**src/dmacs_pkg.sv**
```systemverilog
package dmacs_pkg;
    localparam int NUM_CH = 12;
    localparam int NUM_LVL = 4;
    // word indices (some printed offsets are not word aligned: kept as index)
    localparam logic [7:0] IDX_CTRL = 8'h00;
    localparam logic [7:0] IDX_CRC_CONTROL = 8'h02;
    localparam logic [7:0] IDX_CRCDATA = 8'h04;
    localparam logic [7:0] IDX_CRCSUM = 8'h08;
    localparam logic [7:0] IDX_CRCSTAT = 8'h0C;
    localparam logic [7:0] IDX_DEBUG_RUN_CONTROL = 8'h0D;
    localparam logic [7:0] IDX_SERVICE_LEVEL_CONTROL = 8'h0E;
    localparam logic [7:0] IDX_SWTRIG = 8'h10;
    localparam logic [7:0] IDX_PRICTRL = 8'h14;
    localparam logic [7:0] IDX_PENDING_INTERRUPT_INFO = 8'h20;
    localparam logic [7:0] IDX_INTSTAT = 8'h24;
    localparam logic [7:0] IDX_BUSY_CHANNELS = 8'h28;
    localparam logic [7:0] IDX_PENDING_CHANNELS = 8'h2C;
    localparam logic [7:0] IDX_CHSEL = 8'h3F;
    localparam logic [7:0] IDX_CHINTEN = 8'h4D;
    localparam logic [7:0] IDX_CHFLAG = 8'h4E;
    // field positions
    localparam int CTRL_SOFT_RESET = 0;
    localparam int CTRL_EN = 1;
    localparam int CTRL_CRCEN = 2;
    localparam int CTRL_LVL_LSB = 8;
    localparam int CRC_SRC_LSB = 8;
    localparam int FLG_TRANSFER_ERROR_FLAG = 0;
    localparam int FLG_TRANSFER_DONE_FLAG = 1;
    localparam int FLG_SUSPEND_FLAG = 2;
    localparam int PENDING_INDICATION_TRANSFER_ERROR_FLAG = 8;
    localparam int PENDING_INDICATION_FETCH_ERROR_INDICATION = 13;
    localparam int PENDING_INDICATION_BUSY = 14;
    localparam int PENDING_INDICATION_PENDING_INDICATION = 15;
    localparam int PRI_RR = 7;
    // write masks and resets
    localparam logic [15:0] CTRL_MASK = 16'h0F07;
    localparam logic [15:0] CRC_CONTROL_MASK = 16'h3F0F;
    localparam logic [7:0] QOS_MASK = 8'h3F;
    localparam logic [31:0] PRI_MASK = 32'h8F8F8F8F;
    localparam logic [7:0] QOS_RST = 8'h00;
    localparam logic [31:0] ZERO32 = 32'h00000000;
    localparam logic [2:0] FLG_NONE = 3'h0;
endpackage

```
**src/dmacs_flag_if.sv**
```systemverilog
`timescale 1ns/1ps
interface dmacs_flag_if;
    logic [11:0] setErr;
    logic [11:0] setDone;
    logic [11:0] setSusp;
    logic [3:0] chSel;
    logic [2:0] clrBits;
    logic [2:0] selFlags;
    logic [11:0] anyFlag;
    logic [11:0] errFlag;
    logic [11:0] doneFlag;
    logic [11:0] suspFlag;
    modport ctl (output setErr, setDone, setSusp, chSel, clrBits,
        input selFlags, anyFlag, errFlag, doneFlag, suspFlag);
    modport bank (input setErr, setDone, setSusp, chSel, clrBits,
        output selFlags, anyFlag, errFlag, doneFlag, suspFlag);
endinterface

```
**src/dmacs_regs.sv**
```systemverilog
`timescale 1ns/1ps
module dmacs_regs
(
    input wire logic ref_clk, // 100 MHz clock
    input wire logic rst_n, // async reset, active low
    input wire logic psel, // apb select
    input wire logic penable, // apb enable
    input wire logic pwrite, // apb direction
    input wire logic [11:0] paddr, // apb byte address
    input wire logic [31:0] pwdata, // apb write data
    output logic [31:0] prdata, // apb read data
    output logic pready, // apb ready
    output logic pslverr, // apb error
    input wire logic [11:0] busErr, // bus error per channel
    input wire logic [11:0] badDesc, // invalid descriptor fetched
    input wire logic [11:0] blockEnd, // block completed
    input wire logic [11:0] blockIrq, // block action has interrupt
    input wire logic [11:0] blockSusp, // block action is suspend
    input wire logic [11:0] cmdSusp, // software suspend command
    input wire logic [11:0] evSusp, // suspend event
    input wire logic [11:0] zeroCount, // remaining beat count is zero
    input wire logic [11:0] chBusy, // channel busy
    input wire logic [11:0] chPend, // channel pending
    input wire logic [11:0] chFetchErr, // fetch error per channel
    output logic [11:0] descValidClr, // clear descriptor valid bit
    output logic [11:0] writeBack, // write descriptor back
    output logic [11:0] swTrigger, // software triggers
    output logic controllerEnable, // controller enable
    output logic [3:0] levelEnable, // priority level enables
    output logic [31:0] levelPriority, // priority control
    output logic [5:0] serviceLevels, // qos fields
    output logic runWhileHalted, // debug run
    output logic irq // interrupt request
);
    typedef struct packed {
        logic [15:0] ctrl;
        logic [15:0] crc_control;
        logic [7:0] dbg;
        logic [7:0] qos;
        logic [11:0] swTrig;
        logic [31:0] pri;
        logic [3:0] chSel;
        logic [11:0] errEn;
        logic [11:0] doneEn;
        logic [11:0] suspEn;
        logic [31:0] rdata;
        logic ready;
        logic slverr;
        logic [11:0] vclr;
        logic [11:0] wb;
        logic irq;
    } dmacs_regs_t;
    dmacs_regs_t st_r;
    dmacs_regs_t st_nxt;

    dmacs_flag_if fl ();
    logic [31:0] crcSum;
    logic checksum_busy;
    logic crcDataWr;
    logic crcSumWr;
    logic softRst;
    logic setup;
    logic wrEn;
    logic [7:0] idx;
    logic [3:0] pendId;
    logic [11:0] chIrq;

    assign setup = psel && !penable;
    assign idx = paddr[9:2];
    assign wrEn = setup && pwrite && (paddr[1:0] == 2'b00);
    assign softRst = st_r.ctrl[dmacs_pkg::CTRL_SOFT_RESET];
    assign crcDataWr = wrEn && idx == dmacs_pkg::IDX_CRCDATA;
    assign crcSumWr = wrEn && idx == dmacs_pkg::IDX_CRCSUM;

    assign fl.setErr = busErr | badDesc;
    assign fl.setDone = blockEnd & blockIrq;
    assign fl.setSusp = (blockEnd & blockSusp) | cmdSusp | evSusp | badDesc;
    assign fl.chSel = st_r.chSel;
    assign fl.clrBits = (wrEn && idx == dmacs_pkg::IDX_CHFLAG) ? pwdata[2:0] : dmacs_pkg::FLG_NONE;
    assign chIrq = (fl.errFlag & st_r.errEn) | (fl.doneFlag & st_r.doneEn)
        | (fl.suspFlag & st_r.suspEn);

    always_comb
    begin
        pendId = 4'h0;
        for (int i = dmacs_pkg::NUM_CH - 1; i >= 0; i--)
            if (chIrq[i]) pendId = 4'(i);
    end

    dmacs_flag_bank u_flags
    (
        .ref_clk(ref_clk),
        .rst_n(rst_n),
        .softRst(softRst),
        .fl(fl.bank)
    );

    dmacs_crc_unit u_crc
    (
        .ref_clk(ref_clk),
        .rst_n(rst_n),
        .softRst(softRst),
        .enable(st_r.ctrl[dmacs_pkg::CTRL_CRCEN]),
        .poly(st_r.crc_control[3:2]),
        .dataWr(crcDataWr),
        .dataIn(pwdata),
        .sumWr(crcSumWr),
        .sumIn(pwdata),
        .checksum(crcSum),
        .busy(checksum_busy)
    );

    always_comb
    begin
        st_nxt = st_r;
        st_nxt.ready = setup;
        st_nxt.slverr = 1'b0;
        st_nxt.rdata = dmacs_pkg::ZERO32;
        st_nxt.swTrig = '0;
        st_nxt.vclr = zeroCount & blockEnd;
        st_nxt.wb = st_r.vclr;
        st_nxt.irq = |chIrq;
        if (setup && pwrite && wrEn)
        begin
            case (idx)
                dmacs_pkg::IDX_CTRL: st_nxt.ctrl = pwdata[15:0] & dmacs_pkg::CTRL_MASK;
                dmacs_pkg::IDX_CRC_CONTROL: st_nxt.crc_control = pwdata[15:0] & dmacs_pkg::CRC_CONTROL_MASK;
                dmacs_pkg::IDX_CRCDATA, dmacs_pkg::IDX_CRCSUM, dmacs_pkg::IDX_CHFLAG: ;
                dmacs_pkg::IDX_DEBUG_RUN_CONTROL: st_nxt.dbg = {7'h00, pwdata[0]};
                dmacs_pkg::IDX_SERVICE_LEVEL_CONTROL: st_nxt.qos = pwdata[7:0] & dmacs_pkg::QOS_MASK;
                dmacs_pkg::IDX_SWTRIG: st_nxt.swTrig = pwdata[11:0];
                dmacs_pkg::IDX_PRICTRL: st_nxt.pri = pwdata & dmacs_pkg::PRI_MASK;
                dmacs_pkg::IDX_CHSEL: st_nxt.chSel = pwdata[3:0];
                dmacs_pkg::IDX_CHINTEN:
                begin
                    // one writes set enables of the selected channel
                    if (st_r.chSel < 4'(dmacs_pkg::NUM_CH))
                    begin
                        if (pwdata[dmacs_pkg::FLG_TRANSFER_ERROR_FLAG]) st_nxt.errEn[st_r.chSel] = 1'b1;
                        if (pwdata[dmacs_pkg::FLG_TRANSFER_DONE_FLAG]) st_nxt.doneEn[st_r.chSel] = 1'b1;
                        if (pwdata[dmacs_pkg::FLG_SUSPEND_FLAG]) st_nxt.suspEn[st_r.chSel] = 1'b1;
                    end
                end
                default: st_nxt.slverr = 1'b1;
            endcase
        end
        else if (setup && (pwrite || paddr[1:0] != 2'b00))
            st_nxt.slverr = 1'b1;
        else if (setup)
        begin
            case (idx)
                dmacs_pkg::IDX_CTRL: st_nxt.rdata = {16'h0000, st_r.ctrl};
                dmacs_pkg::IDX_CRC_CONTROL: st_nxt.rdata = {16'h0000, st_r.crc_control};
                dmacs_pkg::IDX_CRCDATA: st_nxt.rdata = dmacs_pkg::ZERO32;
                dmacs_pkg::IDX_CRCSUM: st_nxt.rdata = crcSum;
                dmacs_pkg::IDX_CRCSTAT: st_nxt.rdata = {30'h00000000, crcSum == dmacs_pkg::ZERO32, checksum_busy};
                dmacs_pkg::IDX_DEBUG_RUN_CONTROL: st_nxt.rdata = {24'h000000, st_r.dbg};
                dmacs_pkg::IDX_SERVICE_LEVEL_CONTROL: st_nxt.rdata = {24'h000000, st_r.qos};
                dmacs_pkg::IDX_SWTRIG: st_nxt.rdata = {20'h00000, st_r.swTrig};
                dmacs_pkg::IDX_PRICTRL: st_nxt.rdata = st_r.pri;
                dmacs_pkg::IDX_PENDING_INTERRUPT_INFO: st_nxt.rdata = {16'h0000, 1'b0, 1'b0, 1'b0, 2'b00,
                    fl.suspFlag[pendId], fl.doneFlag[pendId], fl.errFlag[pendId], 4'h0, pendId}
                    | {16'h0000, chPend[pendId], chBusy[pendId], chFetchErr[pendId], 13'h0000};
                dmacs_pkg::IDX_INTSTAT: st_nxt.rdata = {20'h00000, chIrq};
                dmacs_pkg::IDX_BUSY_CHANNELS: st_nxt.rdata = {20'h00000, chBusy};
                dmacs_pkg::IDX_PENDING_CHANNELS: st_nxt.rdata = {20'h00000, chPend};
                dmacs_pkg::IDX_CHSEL: st_nxt.rdata = {28'h0000000, st_r.chSel};
                dmacs_pkg::IDX_CHINTEN: st_nxt.rdata = (st_r.chSel < 4'(dmacs_pkg::NUM_CH)) ?
                    {29'h00000000, st_r.suspEn[st_r.chSel], st_r.doneEn[st_r.chSel],
                    st_r.errEn[st_r.chSel]} : dmacs_pkg::ZERO32;
                dmacs_pkg::IDX_CHFLAG: st_nxt.rdata = {29'h00000000, fl.selFlags};
                default: st_nxt.slverr = 1'b1;
            endcase
        end
        if (softRst)
        begin
            // soft reset returns all registers and clears itself
            st_nxt.ctrl = '0;
            st_nxt.crc_control = '0;
            st_nxt.dbg = '0;
            st_nxt.qos = dmacs_pkg::QOS_RST;
            st_nxt.pri = '0;
            st_nxt.chSel = '0;
            st_nxt.errEn = '0;
            st_nxt.doneEn = '0;
            st_nxt.suspEn = '0;
        end
    end

    always_ff @(posedge ref_clk or negedge rst_n)
    begin
        if (!rst_n) st_r <= '0;
        else st_r <= st_nxt;
    end

    assign prdata = st_r.rdata;
    assign pready = st_r.ready;
    assign pslverr = st_r.slverr;
    assign descValidClr = st_r.vclr;
    assign writeBack = st_r.wb;
    assign swTrigger = st_r.swTrig;
    assign controllerEnable = st_r.ctrl[dmacs_pkg::CTRL_EN];
    assign levelEnable = st_r.ctrl[dmacs_pkg::CTRL_LVL_LSB +: dmacs_pkg::NUM_LVL];
    assign levelPriority = st_r.pri;
    assign serviceLevels = st_r.qos[5:0];
    assign runWhileHalted = st_r.dbg[0];
    assign irq = st_r.irq;

    chk_irq_follows: assert property (@(posedge ref_clk) disable iff (!rst_n)
        (|chIrq) |=> irq) else $error("irq missing for enabled flag");
    chk_irq_quiet: assert property (@(posedge ref_clk) disable iff (!rst_n)
        !(|chIrq) |=> !irq) else $error("irq without enabled flag");
    chk_valid_before_wb: assert property (@(posedge ref_clk) disable iff (!rst_n)
        (blockEnd[3] && zeroCount[3]) |=> descValidClr[3] ##1 writeBack[3])
        else $error("valid not cleared before write-back");
    chk_done_sets: assert property (@(posedge ref_clk) disable iff (!rst_n)
        (|fl.setDone && !softRst) |=> (fl.doneFlag & $past(fl.setDone)) == $past(fl.setDone))
        else $error("done flag not set");
    chk_suspend_flag_sets: assert property (@(posedge ref_clk) disable iff (!rst_n)
        (|cmdSusp && !softRst) |=> (fl.suspFlag & $past(cmdSusp)) == $past(cmdSusp))
        else $error("suspend flag not set");
    chk_zero_write: assert property (@(posedge ref_clk) disable iff (!rst_n)
        (wrEn && idx == dmacs_pkg::IDX_CHFLAG && pwdata[2:0] == 3'h0 && !softRst
        && fl.selFlags[dmacs_pkg::FLG_TRANSFER_ERROR_FLAG]) |=> fl.selFlags[dmacs_pkg::FLG_TRANSFER_ERROR_FLAG])
        else $error("zero write cleared flag");
    chk_enable_set: assert property (@(posedge ref_clk) disable iff (!rst_n)
        (wrEn && idx == dmacs_pkg::IDX_CHINTEN && pwdata[0]
        && st_r.chSel < 4'(dmacs_pkg::NUM_CH) && !softRst)
        |=> st_r.errEn[$past(st_r.chSel)]) else $error("error enable not set");
    chk_trig_pulse: assert property (@(posedge ref_clk) disable iff (!rst_n)
        (|swTrigger) |=> !(|swTrigger) || $past(wrEn)) else $error("trigger stuck");
    chk_ready_one: assert property (@(posedge ref_clk) disable iff (!rst_n)
        setup |=> pready) else $error("no ready after setup");
    cov_irq: cover property (@(posedge ref_clk) disable iff (!rst_n) $rose(irq));
    cov_clear: cover property (@(posedge ref_clk) disable iff (!rst_n)
        wrEn && idx == dmacs_pkg::IDX_CHFLAG && |pwdata[2:0]);
    cov_wb: cover property (@(posedge ref_clk) disable iff (!rst_n) |writeBack);
endmodule

```
**src/dmacs_flag_bank.sv**
```systemverilog
`timescale 1ns/1ps
module dmacs_flag_bank
(
    input wire logic ref_clk, // clock
    input wire logic rst_n, // async reset
    input wire logic softRst, // soft reset
    dmacs_flag_if.bank fl // flag port
);
    typedef struct packed {
        logic [11:0] err;
        logic [11:0] done;
        logic [11:0] suspend_flag;
    } dmacs_bank_t;
    dmacs_bank_t st_r;
    dmacs_bank_t st_nxt;

    always_comb
    begin
        st_nxt = st_r;
        for (int i = 0; i < dmacs_pkg::NUM_CH; i++)
        begin
            // clear only the selected channel, set wins
            if (fl.chSel == 4'(i))
            begin
                if (fl.clrBits[dmacs_pkg::FLG_TRANSFER_ERROR_FLAG]) st_nxt.err[i] = 1'b0;
                if (fl.clrBits[dmacs_pkg::FLG_TRANSFER_DONE_FLAG]) st_nxt.done[i] = 1'b0;
                if (fl.clrBits[dmacs_pkg::FLG_SUSPEND_FLAG]) st_nxt.suspend_flag[i] = 1'b0;
            end
            if (fl.setErr[i]) st_nxt.err[i] = 1'b1;
            if (fl.setDone[i]) st_nxt.done[i] = 1'b1;
            if (fl.setSusp[i]) st_nxt.suspend_flag[i] = 1'b1;
        end
        if (softRst) st_nxt = '0;
    end

    always_ff @(posedge ref_clk or negedge rst_n)
    begin
        if (!rst_n) st_r <= '0;
        else st_r <= st_nxt;
    end

    assign fl.selFlags = (fl.chSel < 4'(dmacs_pkg::NUM_CH)) ?
        {st_r.suspend_flag[fl.chSel], st_r.done[fl.chSel], st_r.err[fl.chSel]} : dmacs_pkg::FLG_NONE;
    assign fl.anyFlag = st_r.err | st_r.done | st_r.suspend_flag;
    assign fl.errFlag = st_r.err;
    assign fl.doneFlag = st_r.done;
    assign fl.suspFlag = st_r.suspend_flag;

    chk_set_wins_err: assert property (@(posedge ref_clk) disable iff (!rst_n)
        (|fl.setErr && !softRst) |=> (st_r.err & $past(fl.setErr)) == $past(fl.setErr))
        else $error("error flag set lost");
    chk_clear_other_kept: assert property (@(posedge ref_clk) disable iff (!rst_n)
        (fl.chSel != 4'h3 && st_r.err[3] && !softRst) |=> st_r.err[3])
        else $error("flag of unselected channel cleared");
endmodule

```
**src/dmacs_crc_unit.sv**
```systemverilog
`timescale 1ns/1ps
module dmacs_crc_unit
(
    input wire logic ref_clk, // clock
    input wire logic rst_n, // async reset
    input wire logic softRst, // soft reset
    input wire logic enable, // checksum unit enabled
    input wire logic [1:0] poly, // 0 = crc16, 1 = crc32
    input wire logic dataWr, // data input written
    input wire logic [31:0] dataIn, // data word
    input wire logic sumWr, // checksum written
    input wire logic [31:0] sumIn, // new checksum
    output logic [31:0] checksum, // current checksum
    output logic busy // checksum busy
);
    typedef struct packed {
        logic [31:0] sum;
        logic busy;
    } dmacs_crc_t;
    dmacs_crc_t st_r;
    dmacs_crc_t st_nxt;

    function automatic logic [31:0] crc_byte(input logic [31:0] c, input logic [7:0] d,
        input logic wide);
        logic [31:0] r;
        r = c;
        for (int b = 0; b < 8; b++)
        begin
            if (wide)
                r = (r[0] ^ d[b]) ? ((r >> 1) ^ 32'hEDB88320) : (r >> 1);
            else
                r = {16'h0000, (r[15] ^ d[7 - b]) ? ((r[15:0] << 1) ^ 16'h1021) : (r[15:0] << 1)};
        end
        return r;
    endfunction

    always_comb
    begin
        st_nxt = st_r;
        st_nxt.busy = 1'b0;
        if (sumWr) st_nxt.sum = sumIn;
        else if (dataWr && enable)
        begin
            st_nxt.sum = crc_byte(crc_byte(crc_byte(crc_byte(st_r.sum, dataIn[7:0], poly[0]),
                dataIn[15:8], poly[0]), dataIn[23:16], poly[0]), dataIn[31:24], poly[0]);
            st_nxt.busy = 1'b1;
        end
        if (softRst) st_nxt = '0;
    end

    always_ff @(posedge ref_clk or negedge rst_n)
    begin
        if (!rst_n) st_r <= '0;
        else st_r <= st_nxt;
    end

    assign checksum = st_r.sum;
    assign busy = st_r.busy;
endmodule

```
**config.mk**
```make
export PLATFORM = sky130hd
export DESIGN_NAME = dmacs_regs
export DESIGN_NICKNAME = d
export VERILOG_FILES = /design/src/dmacs_pkg.sv /design/src/dmacs_flag_if.sv /design/src/dmacs_regs.sv /design/src/dmacs_flag_bank.sv /design/src/dmacs_crc_unit.sv
export SDC_FILE = /design/constraint.sdc
export NUM_CORES = 1
export LEC_CHECK = 0
export ABC_AREA = 1
export BUFFER_PORTS_ARGS = -buffer_cell sky130_fd_sc_hd__buf_4
export CORE_UTILIZATION = 45
export CTS_CLUSTER_SIZE = 40
export DETAILED_ROUTE_END_ITERATION = 8
export PLACE_DENSITY = 0.65
export SYNTH_ARGS = -nofsm -noshare
export SYNTH_HDL_FRONTEND = slang
export SYNTH_SLANG_ARGS = --single-unit
```
**constraint.sdc**
```tcl
create_clock -name ref_clk -period 30.3 [get_ports ref_clk]
set_input_delay 4.545 -clock ref_clk [delete_from_list [all_inputs] [get_ports ref_clk]]
set_output_delay 4.545 -clock ref_clk [all_outputs]
set_load 0.03 [all_outputs]
```
Word level (Yosys, flattened, before mapping) --
Cells that the tools add are included.
Storage, ports and cells: register bits 260, input port bits 181, output and inout bits 115, word-level logic and storage cells 681
Operators by class: magnitude comparators 4, eq/ne operators 26, multiplexer cells 303, bitwise logic cells 144, reduce and logical (&&, ||, !) cells 150
Operators by type and width (count):
- 32-bit 2-to-1 mux | 131
- 32-bit one-hot mux with 15 select lines | 1
- 13-bit NOT with 14-bit output | 32
- 13-bit 2-to-1 mux | 32
- 3-bit nonzero test | 73
- 132-bit 2-to-1 mux | 1
- 36-bit 2-to-1 mux | 3
- 12-bit bitwise OR | 9
- 3-bit NOT | 32
- 1-bit 2-to-1 mux | 94
- 2-bit AND reduction | 42
- 12-bit bitwise AND | 6
- 72-bit 2-to-1 mux | 1
- 33-bit 2-to-1 mux | 2
- 1-bit bitwise XOR | 64
- 4-bit 2-to-1 mux | 13
- 1-bit binary-select mux with 4-bit select | 12
- 12-bit 2-to-1 mux | 4
- 48-bit 2-to-1 mux | 1
- 8-bit by 6-bit equality test with 1-bit output, second input constant | 5
- 8-bit by 4-bit equality test with 1-bit output, second input constant | 4
- 32-bit zero test | 1
- 16-bit 2-to-1 mux | 2
- 2-bit nonzero test | 13
- other kinds (25) | 49

Longest topological paths before layout --
depth after elaboration 164, mapped depth 126

Hierarchy --
A second synthesis with hierarchy kept.
Second synthesis, totals: cell total of the unflattened synthesis 2847, area, all modules 19786.5 um^2
By module, submodules not included:
- dmacs_regs | times used 1, cells each 1194, area each 9135.0 um^2, sequential area each 3878.7 um^2
- dmacs_crc_unit | times used 1, cells each 1366, area each 8677.1 um^2, sequential area each 825.8 um^2
- dmacs_flag_bank | times used 1, cells each 287, area each 1974.4 um^2, sequential area each 900.9 um^2

Worst setup path before layout --
No wires, ideal clock.
path type input port to flip-flop, from in pwdata[0], to reg u_crc.st_r, in the netlist u_crc.checksum[12], library setup time 0.132 ns, arrival time 14.196 ns, slack 15.973 ns, cell stages on the path 113, cells stage by stage inv_1 > nand2_2 > nand2_4 > nand2_1 > nand3_2 > o21ai_2 > or2_1 > nand2_2 > nor2_1 > o31ai_2 > xor2_2 > nand2_1 > o21ai_2 > xor2_4 > inv_2 > nand2_1 > nand3_2 > nand2_1 > (+77 left out) > nand2_1 > nand2_1 > nand2_2 > nand2_2 > nand2_1 > nand2_1 > nand2_4 > inv_4 > nand2_2 > nand3_2 > nand3_1 > nand2_2 > nand2_1 > nand2_1 > o21bai_1 > nand2_1 > nand2_1 > o21ai_1
Between the ends: longest elaborated chain between the ends 161, elaborated cells on any way between the ends 270, classes of those cells 160 x mux; 110 x bitwise
Ends and longest elaborated chain:
- from (decl) | line dmacs_regs.sv:10 | input wire logic [31:0] pwdata,
- 1-bit bitwise XOR | line dmacs_crc_unit.sv:30 | r = (r[0] ^ d[b]) ? ((r >> 1) ^ 32'hEDB88320) : (r >> 1);
- 32-bit 2-to-1 mux | line dmacs_crc_unit.sv:30
- 32-bit 2-to-1 mux | line dmacs_crc_unit.sv:29 | if (wide)
- 32-bit 2-to-1 mux | line dmacs_crc_unit.sv:42 | else if (dataWr && enable)
- 32-bit 2-to-1 mux | line dmacs_crc_unit.sv:41 | if (sumWr) st_nxt.sum = sumIn;
- 1-bit bitwise XOR | line dmacs_crc_unit.sv:32 | r = {16'h0000, (r[15] ^ d[7 - b]) ? ((r[15:0] << 1) ^ 16'h1021) : (r[15:0] << 1)};
- 13-bit 2-to-1 mux | line dmacs_crc_unit.sv:32
- 32-bit 2-to-1 mux | line dmacs_crc_unit.sv:29
- (+145 left out)
- 32-bit 2-to-1 mux * | line dmacs_crc_unit.sv:42
- 32-bit 2-to-1 mux * | line dmacs_crc_unit.sv:41
- 1-bit bitwise XOR | line dmacs_crc_unit.sv:32
- 13-bit 2-to-1 mux | line dmacs_crc_unit.sv:32
- 32-bit 2-to-1 mux * | line dmacs_crc_unit.sv:29
- 33-bit 2-to-1 mux * | line dmacs_crc_unit.sv:42
- 32-bit 2-to-1 mux * | line dmacs_crc_unit.sv:41
- 33-bit 2-to-1 mux * | line dmacs_crc_unit.sv:48 | if (softRst) st_nxt = '0;
- to (signal assigned) | line dmacs_crc_unit.sv:54 | else st_r <= st_nxt;
- to (decl) | line dmacs_crc_unit.sv:20 | dmacs_crc_t st_r;
Every way passes the cells marked *; elsewhere a longest branch is shown, timed or not. The select of a mux whose other input is x is not followed. A chain may end at the register's enable or synchronous reset.

Worst setup path in the final report --
from in pwdata[7], to reg u_crc.st_r, in the netlist u_crc.checksum[15]
Between the ends: longest elaborated chain between the ends 161, elaborated cells on any way between the ends 266, classes of those cells 159 x mux; 107 x bitwise
Ends and longest elaborated chain (line):
- 1-bit bitwise XOR | dmacs_crc_unit.sv:32
- 13-bit 2-to-1 mux | dmacs_crc_unit.sv:32
- 32-bit 2-to-1 mux | dmacs_crc_unit.sv:29
- 32-bit 2-to-1 mux | dmacs_crc_unit.sv:42
- 32-bit 2-to-1 mux | dmacs_crc_unit.sv:41
- 1-bit bitwise XOR | dmacs_crc_unit.sv:30
- 32-bit 2-to-1 mux | dmacs_crc_unit.sv:30
- 32-bit 2-to-1 mux | dmacs_crc_unit.sv:29
- (+145 left out)
- 32-bit 2-to-1 mux * | dmacs_crc_unit.sv:42
- 32-bit 2-to-1 mux * | dmacs_crc_unit.sv:41
- 1-bit bitwise XOR | dmacs_crc_unit.sv:30
- 32-bit 2-to-1 mux | dmacs_crc_unit.sv:30
- 32-bit 2-to-1 mux * | dmacs_crc_unit.sv:29
- 33-bit 2-to-1 mux * | dmacs_crc_unit.sv:42
- 32-bit 2-to-1 mux * | dmacs_crc_unit.sv:41
- 33-bit 2-to-1 mux * | dmacs_crc_unit.sv:48
Marks and branches as above.

==> impl_metrics.toml <==
[floorplanning]
dieArea_mm2 = 0.04323
die_y_um = 207.9
die_w_um = 207.9
start_util_pct = 45.59
core.rowCount = 75
io_pins = 296
core-area_mm2 = 0.04185

[power]
p_int_uw = 665.6
vdd_drop_max_uv = 30.90
combPwrFrac_pct = 47.1
p_switching_uw = 481.7
powerDensity_mw_per_mm2 = 53.50
pwr-share-seq_pct = 26.5
power.leakage_nw = 10.70
pwr-share-clk_pct = 26.4
switching_share_pct = 41.99

[clocking]
clkLatencyLatePin_ns = 0.53
h-tree-depth = 1
cts_resized = 0
cts_root_buffer = "clkbuf_16"
postCtsHoldBufs = 0
cts_setup_buffers = 0
cts_tree = "yes"
cts-buffers-inserted = 23
clockBufferDepth = 3
clk_pin_slew_ns = 0.06
clock-sinks = 224

[critical_path]
rrSetupSlack_ns = 14.58
reg2reg_to = "u_crc.checksum[15]$_DFFE_PN0P_"
cpMostUsedCell = "nand3_2"
cp_max_fo = 12
cp-start-kind = "primary input"
crit_buf_inv = 2
r2r-start = "st_r[161]$_DFFE_PN0P_"
path_delay_family = "simple AND/OR/NAND/NOR gates"
cpPeakStageDelay_ns = 0.30
cp-startpoint = "pwdata[7]"
critPathRequiredTime_ns = 30.71
end_kind = "flip-flop"
r2r_cells = 114
crit_slowest_cell = "nand3_1"
worstPathArrival_ns = 19.39
critical_path_class = "in2reg"

[route]
dr.pass1.iters = 6
vias = 19910
wl_um = 79890
remaining_drc_errors = 0
wl_per_cell_um = 23.48
ant_nets = 0
drtIter0Drc = 2485
viasPerCell = 5.850

[global_route]
busiest_layer = "met2"
grt_overflow = 0
grt_pass1_vias = 18720
grt_use_met2_pct = 59.49
grt_max_degree = 120
grt_pass1_wl_um = 117900
antenna_found_initial = 1
grt_use_met1_pct = 46.93
grt_use_total_pct = 36.11
gr-usage-met3_pct = 4.453

[timing]
skew_ns = 0.01268
setup_violations = 0
tightestPinTransition_ns = 1.201
holdWs_ns = 0.3743
fmax_mhz = 52.69
slew_headroom_pct = 19.61
final_hold_viol_count = 0
fin_setup_tns_ns = 0
finalWorstSetupSlack_ns = 11.32
post-route-period-util_pct = 62.63
rsz0062_at_grt = "false"
slew_violations = 0
min_period_ns = 18.98

[worst_hold_path]
hold_start = "descValidClr[4]$_DFF_PN0_"
holdPathEnd = "writeBack[4]$_DFF_PN0_"
min_path_cells = 0
min_path_type = "reg2reg"

[place]
dpl.hpwl_um = 63620
gp_congestion = 1.086
dp_slack_ns = 11.21
port-buffer-count = 281

[run_status]
outcome = "finished clean"

[flow_run]
maxCapViolations = 0

[layout]
layout_commonest_cell = "nand2_1"
final_cell_mix = "nand2_1 (639), inv_1 (301), buf_4 (301), nand3_1 (237), dfrtp_1 (222)"
area_delta_synth_final_pct = 12.40
fin_util_pct = 51.24
drive_gt1_share_pct = 18.55
nets = 3028

[synth]
ys_types = 62
syn_area_per_cell_um2 = 7.059
async_reset_ff_share_pct = 100.0
yosysWarningCount = 0
synth-seq-cells = 224
ys.flop_type = "dfrtp_1"
synth_edf_count = 0
syn_area_mm2 = 0.01908
syn_inst = 2703
seq_area_frac_synth_pct = 29.38
==> layer usage <==
| metal | share of wire, % | vias to the layer above |
|---|---|---|
| met4 | 5.3 | 2 |
| li1 | - | 9079 |
| met2 | 46 | 1154 |
| met1 | 40 | 9452 |
| met5 | 0.015 | - |
| met3 | 8.5 | 220 |
==> logic make-up after synthesis <==
kind of cell / after synthesis / share of synthesized area [%]
AOI/OAI and AO/OA: 514 / 15.86
xor gates and xnor gates: 226 / 10.55
buffers and inverters: 509 / 13.95
DFF: 224 / 29.38
muxes: 1 / 0.05901
other: 1 / 0.01965
and+or+nand+nor: 1228 / 30.18
==> power by group through the flow <==
stage,combinational (mW),sequential [mW],clock [mW]
5_1_grt,0.582,0.304,0.315
3_3_place_gp,0.522,0.309,0
6_report,0.541,0.304,0.303
2_1_floorplan,0.391,0.309,0
3_5_place_dp,0.529,0.309,0
4_1_cts,0.532,0.303,0.304
==> synth_stat cells, types with 3 or more instances <==
cell type  count  area [µm²]
clkbuf_8      25       344.1
a41oi_1        5       43.79
o211ai_1      13       97.59
nor2_2         3       18.77
nand3_4        4       70.07
o22ai_1       43       269.0
o21ai_0      175       875.8
o41ai_1        3       26.28
o31ai_1        5       37.54
nor2_1       125       469.2
inv_1        301        1130
o21ai_2        7       61.31
a2111oi_0     12       105.1
o21ai_1       10       50.05
xor2_1       164        1436
a21oi_1      155       775.7
nand2_4       12       135.1
a32o_1         4       40.04
nand4_1       19       118.9
a221oi_1      16       140.1
a22oi_1       23       172.7
xnor2_1       59       516.8
inv_2          5       18.77
nand2_1      639        2399
o221ai_1       6       52.55
nand3b_1       3       22.52
clkbuf_1      47       176.4
buf_6          4       45.04
buf_4        110       825.8
nor4_1         8       50.05
clkinv_1       6       22.52
nor3_1        33       165.2
nand2_2       70       437.9
dfrtp_1      224        5605
or2_1          3       18.77
nand3_1      237        1186
nand3_2       58       580.6
buf_2          3       15.01
or2_2         13       81.33
a31oi_1       20       125.1
a21o_1         3       22.52
==> state kept, by name (all words and copies together), names as in the netlist, 6 cells and up <==
signal               count
u_flags.fl.suspFlag     12
u_crc.checksum          32
swTrigger               12
prdata                  32
serviceLevels            6
u_flags.fl.doneFlag     12
st_r                    47
writeBack               12
u_flags.fl.errFlag      12
levelPriority           20
descValidClr            12
==> per-stage QoR <==
step	cell area, µm²	power [mW]	std cells
floorplan	19120	0.6997	2714
global placement	20650	0.8314	3361
detailed placement	20650	0.8385	3361
CTS	21440	1.139	3402
global route	21440	1.201	3402
finish	21450	1.147	3403
==> final cells by class <==
| type | count | area [µm²] |
|---|---|---|
| tap | 539 | 674.4 |
| fill | 4238 | 20410 |
| timing repair buffer | 303 | 2295 |
| sequential | 224 | 5610 |
| clock buffer | 31 | 655.6 |
| multi-input combinational | 1981 | 10880 |
| clock inverter | 10 | 136.4 |
| inverter | 314 | 1196 |
| antenna | 1 | 2.502 |
==> worst max path at each step <==
stage	end	slack, ns	cells after the start
after floorplan	u_crc.checksum[12]$_DFFE_PN0P_	15.97	113
after global placement	u_crc.checksum[15]$_DFFE_PN0P_	11.51	112
after CTS	u_crc.checksum[15]$_DFFE_PN0P_	11.70	115
after global routing	u_crc.checksum[21]$_DFFE_PN0P_	10.37	117
final	u_crc.checksum[15]$_DFFE_PN0P_	11.32	115
after detailed placement	u_crc.checksum[15]$_DFFE_PN0P_	11.21	115
==> worst register-to-register path, delay by kind of cell, from the launching register on <==
family        cells  cell delay (ns)
buf+inv           2             0.65
flops             1             0.42
simple gates    112            14.56
Note: power is estimated with default switching activity, not from simulation.
